===== src/core/adc_ctl_pkg.sv =====
// constants, register map and types for the converter control block
package adc_ctl_pkg;
  // register indices; byte address is four times the index
  localparam logic [7:0] IDX_PHASE  = 8'h07;
  localparam logic [7:0] IDX_STATUS = 8'h09;
  localparam logic [7:0] IDX_CFG1   = 8'h0a;
  localparam logic [7:0] IDX_CFG2   = 8'h0b;
  // values after reset
  localparam logic [7:0] PHASE_RST  = 8'h00;
  localparam logic [7:0] STATUS_RST = 8'ha3;
  localparam logic [7:0] CFG1_RST   = 8'h10;
  localparam logic [7:0] CFG2_RST   = 8'h0c;
  // status_and_comm_control fields
  localparam int ST_LOOP_LSB = 6;
  localparam int ST_LTY_BIT  = 5;
  localparam int ST_HIZ_BIT  = 4;
  localparam int ST_MODE_LSB = 2;
  // converter_config_one fields
  localparam int C1_PRE_LSB  = 6;
  localparam int C1_OSR_LSB  = 4;
  localparam int C1_WID_LSB  = 2;
  // converter_config_two fields
  localparam int C2_RST_LSB  = 6;
  localparam int C2_SHD_LSB  = 4;
  localparam int C2_DITH_LSB = 2;
  localparam int C2_VREF_BIT = 1;
  // timing counts and the bus NONSEQ transfer code
  localparam logic [1:0] SETTLE_PERIODS = 2'd3;
  localparam logic [2:0] MOD_DIV        = 3'd4;
  localparam logic [1:0] HTRANS_NONSEQ  = 2'b10;
  // strobe routing codes
  typedef enum logic [1:0] {
    ROUTE_LAG  = 2'b00,
    ROUTE_CH0  = 2'b01,
    ROUTE_CH1  = 2'b10,
    ROUTE_BOTH = 2'b11
  } route_t;
  // strobe pin states
  typedef enum logic [1:0] {
    ST_IDLE  = 2'b01,
    ST_PULSE = 2'b10
  } strobe_t;
endpackage


===== src/core/channel_ready_gen.sv =====
// per-channel output-rate tick with phase offset and settling holdoff
`timescale 1ns/10ps
module channel_ready_gen (
  input  wire logic       i_clk,
  input  wire logic       i_arst_n,
  input  wire logic       i_enable,
  input  wire logic       i_dm_tick,
  input  wire logic [1:0] i_osr_code,
  input  wire logic [7:0] i_delay,
  input  wire logic       i_settle_sel,
  output logic            o_ready
);
  import adc_ctl_pkg::*;

  logic [7:0] count_q, count_d;
  logic [1:0] settle_q, settle_d;
  logic       ready_q, ready_d;
  logic [7:0] mask;
  logic       hit;

  // period mask: 32 << osr modulator ticks per output period
  assign mask = 8'hff >> (2'd3 - i_osr_code);
  assign hit  = i_enable & i_dm_tick &
                ((count_q & mask) == (i_delay & mask));

  // counters restart whenever the channel is held off
  always_comb begin
    count_d  = 8'h00;
    settle_d = 2'd0;
    ready_d  = 1'b0;
    if (i_enable) begin
      count_d  = i_dm_tick ? count_q + 8'h01 : count_q;
      settle_d = settle_q;
      // settle holdoff
      if (hit && settle_q != SETTLE_PERIODS)
        settle_d = settle_q + 2'd1;
      ready_d = hit & (~i_settle_sel | (settle_q == SETTLE_PERIODS));
    end
  end

  // register stage
  always_ff @(posedge i_clk or negedge i_arst_n) begin
    if (!i_arst_n) begin
      count_q  <= 8'h00;
      settle_q <= 2'd0;
      ready_q  <= 1'b0;
    end else begin
      count_q  <= count_d;
      settle_q <= settle_d;
      ready_q  <= ready_d;
    end
  end

  assign o_ready = ready_q;
endmodule


===== src/core/dual_adc_ready_and_config.sv =====
// register file, ready strobe routing and data latching for two channels
`timescale 1ns/10ps
// Overview of operation
// idle-drive bit 1 drives strobe high when idle, 0 floats it
// routing 11 puts both channels' ready pulses on the strobe
// routing 10 passes only channel 1 pulses
// routing 01 passes only channel 0 pulses
// routing 00 passes only the lagging channel's pulses
// linked mode latches both channels together at the ready event
// linked mode gives no pulse if either channel is off
// a channel in reset or shutdown gives no pulses
// independent modes capture read data when the read starts
// linked mode also freezes latched output when a read begins
// reading the status register sets both ready flags
// a channel's ready event clears its flag; writes ignored
// linked mode clears both flags on the lagging channel event
// flag bit1 is channel 1, bit0 channel 0; 1 means not ready
// address loop field steers the read address counter
// latency bit withholds pulses for three output periods
// prescaler divides master clock by 1, 2, 4 or 8
// oversampling code selects 32, 64, 128 or 256
// width bits pick 16 or 24 bit words per channel
// reset and shutdown bits hold each channel off
// dither bits enable dithering per channel, both on at reset
// host writes config two bit0 to 1 and keeps reserved zeros
// positive phase makes channel 0 lag, negative makes it lead
// the ready strobe is an active low pulse
module dual_adc_ready_and_config (
  input  wire logic        i_clk,
  input  wire logic        i_arst_n,
  input  wire logic        i_hsel,
  input  wire logic [31:0] i_haddr,
  input  wire logic [1:0]  i_htrans,
  input  wire logic        i_hwrite,
  input  wire logic [2:0]  i_hsize,
  input  wire logic        i_hready,
  input  wire logic [31:0] i_hwdata,
  output logic      [31:0] o_hrdata,
  output logic             o_hreadyout,
  output logic             o_hresp,
  input  wire logic [23:0] i_ch0_data,
  input  wire logic [23:0] i_ch1_data,
  input  wire logic        i_read_start,
  input  wire logic        i_read_busy,
  output logic      [23:0] o_ch0_word,
  output logic      [23:0] o_ch1_word,
  output logic             o_conversion_ready_strobe,
  output logic             o_conversion_ready_strobe_oe_n,
  output logic      [1:0]  o_channel_ready_flags,
  output logic      [1:0]  o_addr_loop_mode,
  output logic             o_converter_internal_clock,
  output logic             o_modulator_sample_clock,
  output logic      [1:0]  o_chan_hold_reset,
  output logic      [1:0]  o_chan_shutdown,
  output logic      [1:0]  o_dither_enable,
  output logic             o_external_reference_select
);
  import adc_ctl_pkg::*;

  logic [7:0]  phase_q, phase_d;
  logic [7:0]  status_q, status_d;
  logic [7:0]  cfg1_q, cfg1_d;
  logic [7:0]  cfg2_q, cfg2_d;
  logic        wr_pend_q, wr_pend_d;
  logic [7:0]  wr_idx_q, wr_idx_d;
  logic [31:0] rdata_q, rdata_d;
  logic        acc, addr_ok, rd_status;
  logic [7:0]  idx;
  logic [2:0]  pre_cnt_q, pre_cnt_d;
  logic [2:0]  dm_cnt_q, dm_cnt_d;
  logic        am_tick, dm_tick;
  logic [2:0]  pre_max;
  logic [1:0]  oversample_ratio;
  route_t      route;
  logic [1:0]  chan_en;
  logic [1:0]  rdy;
  logic [7:0]  phase_ext;
  logic        ch0_lags;
  logic        both_en, linked, ev_linked;
  logic [1:0]  flag_clr;
  logic        strobe_src;
  strobe_t     st_q, st_d;
  logic [23:0] link0_q, link0_d, link1_q, link1_d;
  logic [23:0] word0_q, word0_d, word1_q, word1_d;
  logic [7:0]  delay0, delay1;

  // zero-wait slave, always OKAY
  assign o_hreadyout = 1'b1;
  assign o_hresp     = 1'b0;
  assign o_hrdata    = rdata_q;

  // address phase decode; only aligned words in the low map answer
  assign acc     = i_hsel & (i_htrans == HTRANS_NONSEQ) & i_hready;
  assign idx     = i_haddr[9:2];
  assign addr_ok = (i_haddr[31:10] == 22'h0) & (i_haddr[1:0] == 2'b00);
  // read sets flags
  assign rd_status = acc & ~i_hwrite & addr_ok & (idx == IDX_STATUS);

  // field views of the control registers
  assign route   = route_t'(status_q[ST_MODE_LSB +: 2]);
  assign oversample_ratio     = cfg1_q[C1_OSR_LSB +: 2];
  // per-channel hold-off
  assign chan_en = ~cfg2_q[C2_RST_LSB +: 2] & ~cfg2_q[C2_SHD_LSB +: 2];
  assign both_en = &chan_en;
  assign linked  = (route == ROUTE_LAG);

  // prescaler: divisor 1 << code, terminal count is divisor - 1
  assign pre_max = 3'((4'h1 << cfg1_q[C1_PRE_LSB +: 2]) - 4'h1);
  assign am_tick = (pre_cnt_q == pre_max);
  assign dm_tick = am_tick & (dm_cnt_q == MOD_DIV - 3'd1);

  // converter clock chain counters
  always_comb begin
    pre_cnt_d = am_tick ? 3'd0 : pre_cnt_q + 3'd1;
    dm_cnt_d  = dm_cnt_q;
    if (am_tick)
      dm_cnt_d = dm_tick ? 3'd0 : dm_cnt_q + 3'd1;
  end

  always_ff @(posedge i_clk or negedge i_arst_n) begin
    if (!i_arst_n) begin
      pre_cnt_q <= 3'd0;
      dm_cnt_q  <= 3'd0;
    end else begin
      pre_cnt_q <= pre_cnt_d;
      dm_cnt_q  <= dm_cnt_d;
    end
  end

  assign o_converter_internal_clock = am_tick;
  assign o_modulator_sample_clock   = dm_tick;

  // sign-extend phase from the OVERSAMPLE_RATIO-dependent sign bit
  assign phase_ext = 8'($signed(phase_q << oversample_ratio) >>> oversample_ratio);
  assign ch0_lags  = ~phase_ext[7] & (phase_ext != 8'h00);
  assign delay0    = ch0_lags ? phase_ext : 8'h00;
  assign delay1    = phase_ext[7] ? 8'(-phase_ext) : 8'h00;

  // a disabled channel makes no ticks
  channel_ready_gen u_ch0 (
    .i_clk        (i_clk),
    .i_arst_n     (i_arst_n),
    .i_enable     (chan_en[0]),
    .i_dm_tick    (dm_tick),
    .i_osr_code   (oversample_ratio),
    .i_delay      (delay0),
    .i_settle_sel (status_q[ST_LTY_BIT]),
    .o_ready      (rdy[0])
  );

  channel_ready_gen u_ch1 (
    .i_clk        (i_clk),
    .i_arst_n     (i_arst_n),
    .i_enable     (chan_en[1]),
    .i_dm_tick    (dm_tick),
    .i_osr_code   (oversample_ratio),
    .i_delay      (delay1),
    .i_settle_sel (status_q[ST_LTY_BIT]),
    .o_ready      (rdy[1])
  );

  // linked event needs both channels running, on the lagging one
  assign ev_linked = both_en & (ch0_lags ? rdy[0] : rdy[1]);
  // linked clears both flags together
  assign flag_clr  = linked ? {2{ev_linked}} : rdy;

  // strobe routing
  always_comb begin
    case (route)
      // channel 0 only
      ROUTE_CH0:  strobe_src = rdy[0];
      // channel 1 only
      ROUTE_CH1:  strobe_src = rdy[1];
      // both channels
      ROUTE_BOTH: strobe_src = |rdy;
      // lagging channel
      ROUTE_LAG:  strobe_src = ev_linked;
      default:    strobe_src = 1'b0;
    endcase
  end

  // strobe pin state: one-cycle low pulse per routed event
  always_comb begin
    case (st_q)
      ST_IDLE:  st_d = strobe_src ? ST_PULSE : ST_IDLE;
      ST_PULSE: st_d = strobe_src ? ST_PULSE : ST_IDLE;
      default:  st_d = ST_IDLE;
    endcase
  end

  always_ff @(posedge i_clk or negedge i_arst_n) begin
    if (!i_arst_n)
      st_q <= ST_IDLE;
    else
      st_q <= st_d;
  end

  // low pulse driven; R01 idle level driven high or released
  assign o_conversion_ready_strobe = (st_q != ST_PULSE);
  assign o_conversion_ready_strobe_oe_n =
    ~((st_q == ST_PULSE) | status_q[ST_HIZ_BIT]);

  // register file next state and bus read data
  always_comb begin
    phase_d   = phase_q;
    status_d  = status_q;
    cfg1_d    = cfg1_q;
    cfg2_d    = cfg2_q;
    wr_pend_d = acc & i_hwrite & addr_ok;
    wr_idx_d  = idx;
    rdata_d   = rdata_q;
    if (wr_pend_q) begin
      case (wr_idx_q)
        IDX_PHASE:  phase_d = i_hwdata[7:0];
        // flag bits ignore writes; R15 loop, R16 latency fields
        IDX_STATUS: status_d[7:2] = i_hwdata[7:2];
        // divider, ratio and width
        IDX_CFG1:   cfg1_d = i_hwdata[7:0];
        // R21 holds, dither, reference
        IDX_CFG2:   cfg2_d = i_hwdata[7:0];
        default:    phase_d = phase_q;
      endcase
    end
    // read sets both flags
    if (rd_status)
      status_d[1:0] = 2'b11;
    // ready event clears, winning over a read in the same cycle
    if (flag_clr[0])
      status_d[0] = 1'b0;
    if (flag_clr[1])
      status_d[1] = 1'b0;
    if (acc && !i_hwrite) begin
      rdata_d = 32'h0;
      if (addr_ok) begin
        case (idx)
          IDX_PHASE:  rdata_d[7:0] = phase_q;
          IDX_STATUS: rdata_d[7:0] = status_q;
          IDX_CFG1:   rdata_d[7:0] = cfg1_q;
          IDX_CFG2:   rdata_d[7:0] = cfg2_q;
          default:    rdata_d = 32'h0;
        endcase
      end
    end
  end

  always_ff @(posedge i_clk or negedge i_arst_n) begin
    if (!i_arst_n) begin
      phase_q   <= PHASE_RST;
      status_q  <= STATUS_RST;
      cfg1_q    <= CFG1_RST;
      cfg2_q    <= CFG2_RST;
      wr_pend_q <= 1'b0;
      wr_idx_q  <= 8'h00;
      rdata_q   <= 32'h0;
    end else begin
      phase_q   <= phase_d;
      status_q  <= status_d;
      cfg1_q    <= cfg1_d;
      cfg2_q    <= cfg2_d;
      wr_pend_q <= wr_pend_d;
      wr_idx_q  <= wr_idx_d;
      rdata_q   <= rdata_d;
    end
  end

  // flag bit order: bit1 channel 1, bit0 channel 0
  assign o_channel_ready_flags       = status_q[1:0];
  assign o_addr_loop_mode            = status_q[ST_LOOP_LSB +: 2];
  assign o_chan_hold_reset           = cfg2_q[C2_RST_LSB +: 2];
  assign o_chan_shutdown             = cfg2_q[C2_SHD_LSB +: 2];
  assign o_dither_enable             = cfg2_q[C2_DITH_LSB +: 2];
  assign o_external_reference_select = cfg2_q[C2_VREF_BIT];

  // R19 16-bit mode keeps the upper 16 bits right aligned
  function automatic logic [23:0] fmt(input logic [23:0] d,
                                      input logic w24);
    fmt = w24 ? d : {8'h00, d[23:8]};
  endfunction

  // data snapshots for the reader
  always_comb begin
    link0_d = link0_q;
    link1_d = link1_q;
    word0_d = word0_q;
    word1_d = word1_q;
    // linked pair latched at the ready event, frozen during a read
    if (ev_linked && !i_read_busy) begin
      link0_d = i_ch0_data;
      link1_d = i_ch1_data;
    end
    // captured once at the start of a read
    if (i_read_start) begin
      word0_d = fmt(linked ? link0_q : i_ch0_data, cfg1_q[C1_WID_LSB]);
      word1_d = fmt(linked ? link1_q : i_ch1_data,
                    cfg1_q[C1_WID_LSB + 1]);
    end
  end

  always_ff @(posedge i_clk or negedge i_arst_n) begin
    if (!i_arst_n) begin
      link0_q <= 24'h0;
      link1_q <= 24'h0;
      word0_q <= 24'h0;
      word1_q <= 24'h0;
    end else begin
      link0_q <= link0_d;
      link1_q <= link1_d;
      word0_q <= word0_d;
      word1_q <= word1_d;
    end
  end

  assign o_ch0_word = word0_q;
  assign o_ch1_word = word1_q;
endmodule


===== config.mk =====
export PLATFORM = sky130hd
export DESIGN_NAME = dual_adc_ready_and_config
export DESIGN_NICKNAME = d
export VERILOG_FILES = /design/src/core/adc_ctl_pkg.sv /design/src/core/channel_ready_gen.sv /design/src/core/dual_adc_ready_and_config.sv
export SDC_FILE = /design/constraint.sdc
export NUM_CORES = 1
export LEC_CHECK = 0
export BUFFER_PORTS_ARGS = -buffer_cell sky130_fd_sc_hd__buf_2
export CAP_MARGIN = 0
export CORE_ASPECT_RATIO = 0.6
export CORE_MARGIN = 3
export CORE_UTILIZATION = 58
export CTS_CLUSTER_SIZE = 8
export DETAILED_ROUTE_END_ITERATION = 8
export PLACE_DENSITY = 0.86
export SLEW_MARGIN = 20
export SYNTH_ARGS = -nofsm -noshare
export SYNTH_HDL_FRONTEND = slang
export SYNTH_SLANG_ARGS = --single-unit

===== constraint.sdc =====
create_clock -name i_clk -period 5.05 [get_ports i_clk]
set_input_delay 0.2525 -clock i_clk [delete_from_list [all_inputs] [get_ports i_clk]]
set_output_delay 0.2525 -clock i_clk [all_outputs]
set_load 0.005 [all_outputs]

# Yosys cells after proc, flatten, opt, wreduce, memory -nomap -nowiden
# Index checks and enable logic that the tools add are counted.
[word_totals]
ff_bits = 199
latch_bits = 0
ramBits = 0
romBits = 0
memories = 0
[op_classes]
n_addsub = 9
n_mul = 0
div = 0
order_cmp = 0
eq_ne = 27
shifts = 4
n_mux = 28
n_bitwise = 31
n_reduce_logical = 19
[op_table]
columns = ["cell", "n"]
rows = [
  ["$mux W24", 4],
  ["$mux W8", 7],
  ["$eq A8 B4 Y1 const B", 6],
  ["$and A8 B8 Y8", 4],
  ["$pmux W8 S4", 1],
  ["$logic_not A22 Y1", 1],
  ["$and A1 B1 Y1", 17],
  ["$add A8 B1 Y8 const B", 2],
  ["$eq A8 B3 Y1 const B", 2],
  ["$eq A8 B8 Y1", 2],
  ["$mux W2", 8],
  ["$eq A2 B2 Y1 const B", 6],
  ["$ne A2 B2 Y1 const B", 5],
  ["$reduce_and A2 Y1", 5],
  ["$neg A8 Y8", 1],
  ["$reduce_bool A8 Y1", 1],
  ["$shl A8 B2 Y8", 1],
  ["$shr A8 B2 Y8 const A", 1],
  ["$sshr A8 B2 Y8", 1],
  ["$add A3 B1 Y3 const B", 2],
  ["$mux W3", 2],
  ["$mux W1", 5],
  ["$add A2 B1 Y2 const B", 2],
  ["$eq A2 B1 Y1 const B", 2],
  ["16 further kinds", 30],
]

# Logic depth before layout (Yosys ltp)
[logic_depth]
depth_word = 11
mapped_depth = 9
mapped_depth_nobuf = 8

# Cells and area by module
# Synthesis repeated with hierarchy kept, for this count alone.
[unflattened]
hier_cells = 744
hier_area_um2 = 8963.6
[modules_own_cells]
columns = ["module", "instances", "cells_each", "area_each_um2", "seq_area_each_um2"]
rows = [
  ["dual_adc_ready_and_config", 1, 614, 7634.8, 3838.7],
  ["channel_ready_gen", 2, 65, 664.4, 275.3],
]

# Worst setup path before layout
# OpenSTA, ideal clock, no wires.
[synth_timing]
path_type = "register -> register"
from = "register cfg1_q[4]"
to = "register link0_q[0]"
setup_time_ns = 0.125
arrival_ns = 2.172
required_ns = 4.925
setup_slack_ns = 2.753
stages_incl_launch_ff = 9
n_path_buf = 2
synth_period_minus_slack_ns = 2.297
path_cell_list = "dfstp_2 mux2_4 o22ai_2 nand2_2 mux2i_2 nor4_4 buf_6 buf_12 mux2_4"
[synth_via]
elab_chain_len = 7
elab_cells_between_ends = 8
cone_classes = "shift: 2; mux: 1; bitwise: 3; reduce/logical: 2"
[synth_rtl]
columns = ["item", "line_no", "rtl"]
rows = [
  ["from (decl)", "dual_adc_ready_and_config.sv:62", "logic [7:0] cfg1_q, cfg1_d;"],
  ["from (signal assigned)", "dual_adc_ready_and_config.sv:258", "cfg1_q <= cfg1_d;"],
  ["$shl A8 B2 Y8", "dual_adc_ready_and_config.sv:134", "assign phase_ext = 8'($signed(phase_q << oversample_ratio) >>> oversample_ratio);"],
  ["$sshr A8 B2 Y8 (*)", "dual_adc_ready_and_config.sv:134", ""],
  ["$reduce_bool A8 Y1 / $not A1 Y1 (equally long branches)", "dual_adc_ready_and_config.sv:135", "assign ch0_lags = ~phase_ext[7] & (phase_ext != 8'h00);"],
  ["$and A1 B1 Y1 (*)", "dual_adc_ready_and_config.sv:135", ""],
  ["$mux W1 (*)", "dual_adc_ready_and_config.sv:163", "assign ev_linked = both_en & (ch0_lags ? rdy[0] : rdy[1]);"],
  ["$and A1 B1 Y1 (*)", "dual_adc_ready_and_config.sv:163", ""],
  ["$logic_and A1 B1 Y1 (*)", "dual_adc_ready_and_config.sv:287", "if (ev_linked && !i_read_busy) begin"],
  ["to (signal assigned)", "dual_adc_ready_and_config.sv:306", "link0_q <= link0_d;"],
  ["to (decl)", "dual_adc_ready_and_config.sv:83", "logic [23:0] link0_q, link0_d, link1_q, link1_d;"],
]
# Every way passes the cells marked *; elsewhere a longest branch is shown, timed or not.
# A chain may end at the register's enable or synchronous reset.

# Final worst setup path
[layout_timing]
from = "register cfg1_q[4]"
to = "register link0_q[13]"
# Same word-level chain as after synthesis.

==> qor.yml <==
timing:
  slew_headroom_pct: 27.0
  grt_setup_unrepaired: "no"
  skew_ns: 0.0166
  finalCritPeriodShare_pct: 59.7
  tightest_slew_ns: 1.10
  fmax_ghz: 0.332
  hold_viol: 0
  min_period_ns: 3.01
  slew_viol_final: 0
  setup_ws_ns: 2.04
  setup_viol: 0
  finalSetupTns_ns: 0
power_and_ir_drop:
  p_leak_nw: 5.26
  ir_drop_mv: 0.203
  pwr_density_cell_mw_per_mm2: 310
  comb_power_share_pct: 12.0
  switching_share_pct: 27.0
  pwr-share-seq_pct: 49.1
  p_int_mw: 2.34
  p_clk_share_pct: 38.9
  netSwitchingPower_uw: 866
logic_synthesis:
  ys_seq_area_share_pct: 49.1
  synth_area_per_cell_um2: 12.3
  synth_edf_count: 0
  yosys-top-cells-area: "dfrtp_1, mux2_2, mux2i_1"
  synth_area_mm2: 0.00894
  synthTopCellsByCount: "dfrtp_1, mux2_2, mux2i_1"
  async_reset_ff_share_pct: 100
  ys.flop_type: "dfrtp_1"
  yosysTopAreaCellShare_pct: 46.7
  synth_top_cell_by_area: "dfrtp_1"
  synth.distinct_cells: 70
  synthCells: 726
  ys.warnings.count: 0
  synth_seq_cells: 175
  yosysMostFrequentCell: "dfrtp_1"
route:
  detail-route-antenna-nets: 0
  vias_per_cell: 5.76
  drtIter0Drc: 483
  drc: 0
  first_pass_iters: 6
  routed_wl_mm: 20.7
  wl_per_cell_um: 19.0
  via_count: 6281
global_routing:
  grt_pass1_vias: 6257
  grt.overflow.total: 0
  grt_util_met3_pct: 7.31
  busiest_layer: "met2"
  grt_max_degree: 91
  antenna_found_initial: 0
  met2_usage_pct: 38.5
  grt_usage_pct: 24.1
  grt_util_met1_pct: 33.8
  grt_pass1_wl_mm: 32.7
worst_hold_path:
  worstHoldStart: "i_haddr[5]"
  hold_path_class: "in -> reg"
clocking:
  clk_path_buf_depth: 2
  clock_latency_ns: 0.41
  root_buffer: "clkbuf_16"
  path_clk_slew_ns: 0.07
  cts.sinks: 175
  numCtsBuffers: 17
  post_cts_resized: 0
  cts-htree-levels: 4
  cts_tree: "yes"
critical_path:
  critical-path-slowest-cell: "dfstp_2"
  required_ns: 5.34
  r2r_slack_ns: 2.04
  max_stage_delay_ns: 0.72
  cp-end-kind: "register"
  start_kind: "register"
  path_class: "reg -> reg"
  worstPathArrival_ns: 3.30
  path_cells: "mux2_4 -> o22ai_2 -> nand2_2 -> mux2i_2 -> nor4_4 -> buf_4 -> mux2_2"
  crit-reg2reg-launch: "cfg1_q[4]"
  cp_max_fo: 48
  crit_start: "cfg1_q[4]"
finish:
  final_nets: 1012
  syn_to_final_growth_pct: 15.7
  fillers: 1094
  drive_gt1_share_pct: 39.2
  insertedDiodeCount: 0
placed_design:
  dp_slack_ns: 2.07
  gp_congestion: 0.845
  post-dp-hpwl_mm: 14.7
  port-buffer-count: 167
floorplan:
  die-area_mm2: 0.0170
  rows: 34
  core-area_mm2: 0.0148
  fp.dieH_um: 102
  start_util_pct: 60.4
  ioPinCount: 221
  die_w_um: 166
status:
  outcome: "completed"
run:
  max_cap_viol_count: 0
## final cells by class
type,count,area (µm²),share of cell area [%]
repair buffers,179,947,9.16
inverters,28,105,1.02
clock buffers,19,433,4.19
clock inverters,13,125,1.21
multi-input cells,479,4100,39.6
well taps,198,248,2.40
flip-flops and latches,175,4390,42.4
## per-stage QoR
stage	hold WS (ns)	instances	cell area, µm²	power [mW]	utilization [%]
2_1_floorplan	-0.0431	750	9030	1.82	-
3_3_place_gp	0.379	1053	9730	1.96	65.7
3_5_place_dp	0.380	1053	9730	1.98	65.7
4_1_cts	0.00387	1091	10300	3.23	69.9
5_1_grt	0.00103	1091	10300	3.35	69.9
6_report	0.0187	1091	10300	3.21	69.9
## per-layer routing
metal	vias to the layer above	routed length, µm
met4	0	99
met3	12	1730
li1	2894	-
met5	-	0
met2	250	9510
met1	3125	9350
## placed cells by master, fill, tap and decap left out, types with 8 or more instances in the layout
cell type	instances
nand4_1	11
a21oi_1	14
mux2_2	97
clkbuf_16	17
o22ai_1	17
nand2_1	30
buf_2	166
nor2_1	30
mux2i_1	86
xor2_1	10
conb_1	26
dfrtp_1	167
nor4_1	9
o31ai_1	10
mux2_4	21
ha_1	8
inv_1	28
xnor2_1	10
dfstp_2	8
## power groups by stage
stage	Combinational [mW]	Sequential, mW	Clock [mW]
after detailed placement	0.383	1.60	0
after global routing	0.428	1.59	1.34
after CTS	0.388	1.57	1.27
after floorplan	0.249	1.57	0
final	0.386	1.57	1.25
after global placement	0.369	1.59	0
## state kept, by name, indices dropped and copies added (netlist names)
signal	count
cfg1_q	8
cfg2_q	8
dm_cnt_q	3
link0_q	24
link1_q	24
o_ch0_word	24
o_ch1_word	24
o_hrdata	8
phase_q	8
pre_cnt_q	3
st_q	2
status_q	8
u_ch0.count_q	8
u_ch0.o_ready	1
u_ch0.settle_q	2
u_ch1.count_q	8
u_ch1.o_ready	1
u_ch1.settle_q	2
wr_idx_q	8
wr_pend_q	1
## critical path: cells and delay by family (launching register included)
kind	cells	cell delay, ns
flip-flops	1	0.72
AO/OA/AOI/OAI	1	0.30
AND/OR/NAND/NOR	2	0.24
buffers and inverters	1	0.67
multiplexers	3	0.94
## what timing repair did
| action | 4_1_cts | 5_1_grt |
|---|---|---|
| hold buffers | 6 | 0 |
| setup buffers | 0 | 0 |
| hold endpoints to repair | 87 | 0 |
## path summary, 6_finish.rpt
path / to / depth (start not counted)
worst min-delay path: wr_idx_q[3] / 1
worst max-delay path: link0_q[13] / 7
worst min register to register: o_hrdata[7] / 2
max in group asynchronous: link0_q[10] / 3
worst max register to register: link0_q[13] / 7
min in group asynchronous: u_ch1.count_q[1] / 2
## cells by family after synthesis
group | count (synthesis) | share of synthesized area (%)
fa+ha+maj | 8 | 1.12
other cells | 2 | 0.0840
flops | 175 | 49.1
buf+inv | 96 | 6.20
xor+xnor | 20 | 1.96
compound gates | 85 | 7.12
mux | 206 | 25.8
simple gates | 134 | 8.66
Power figures use the tool's default switching activity.
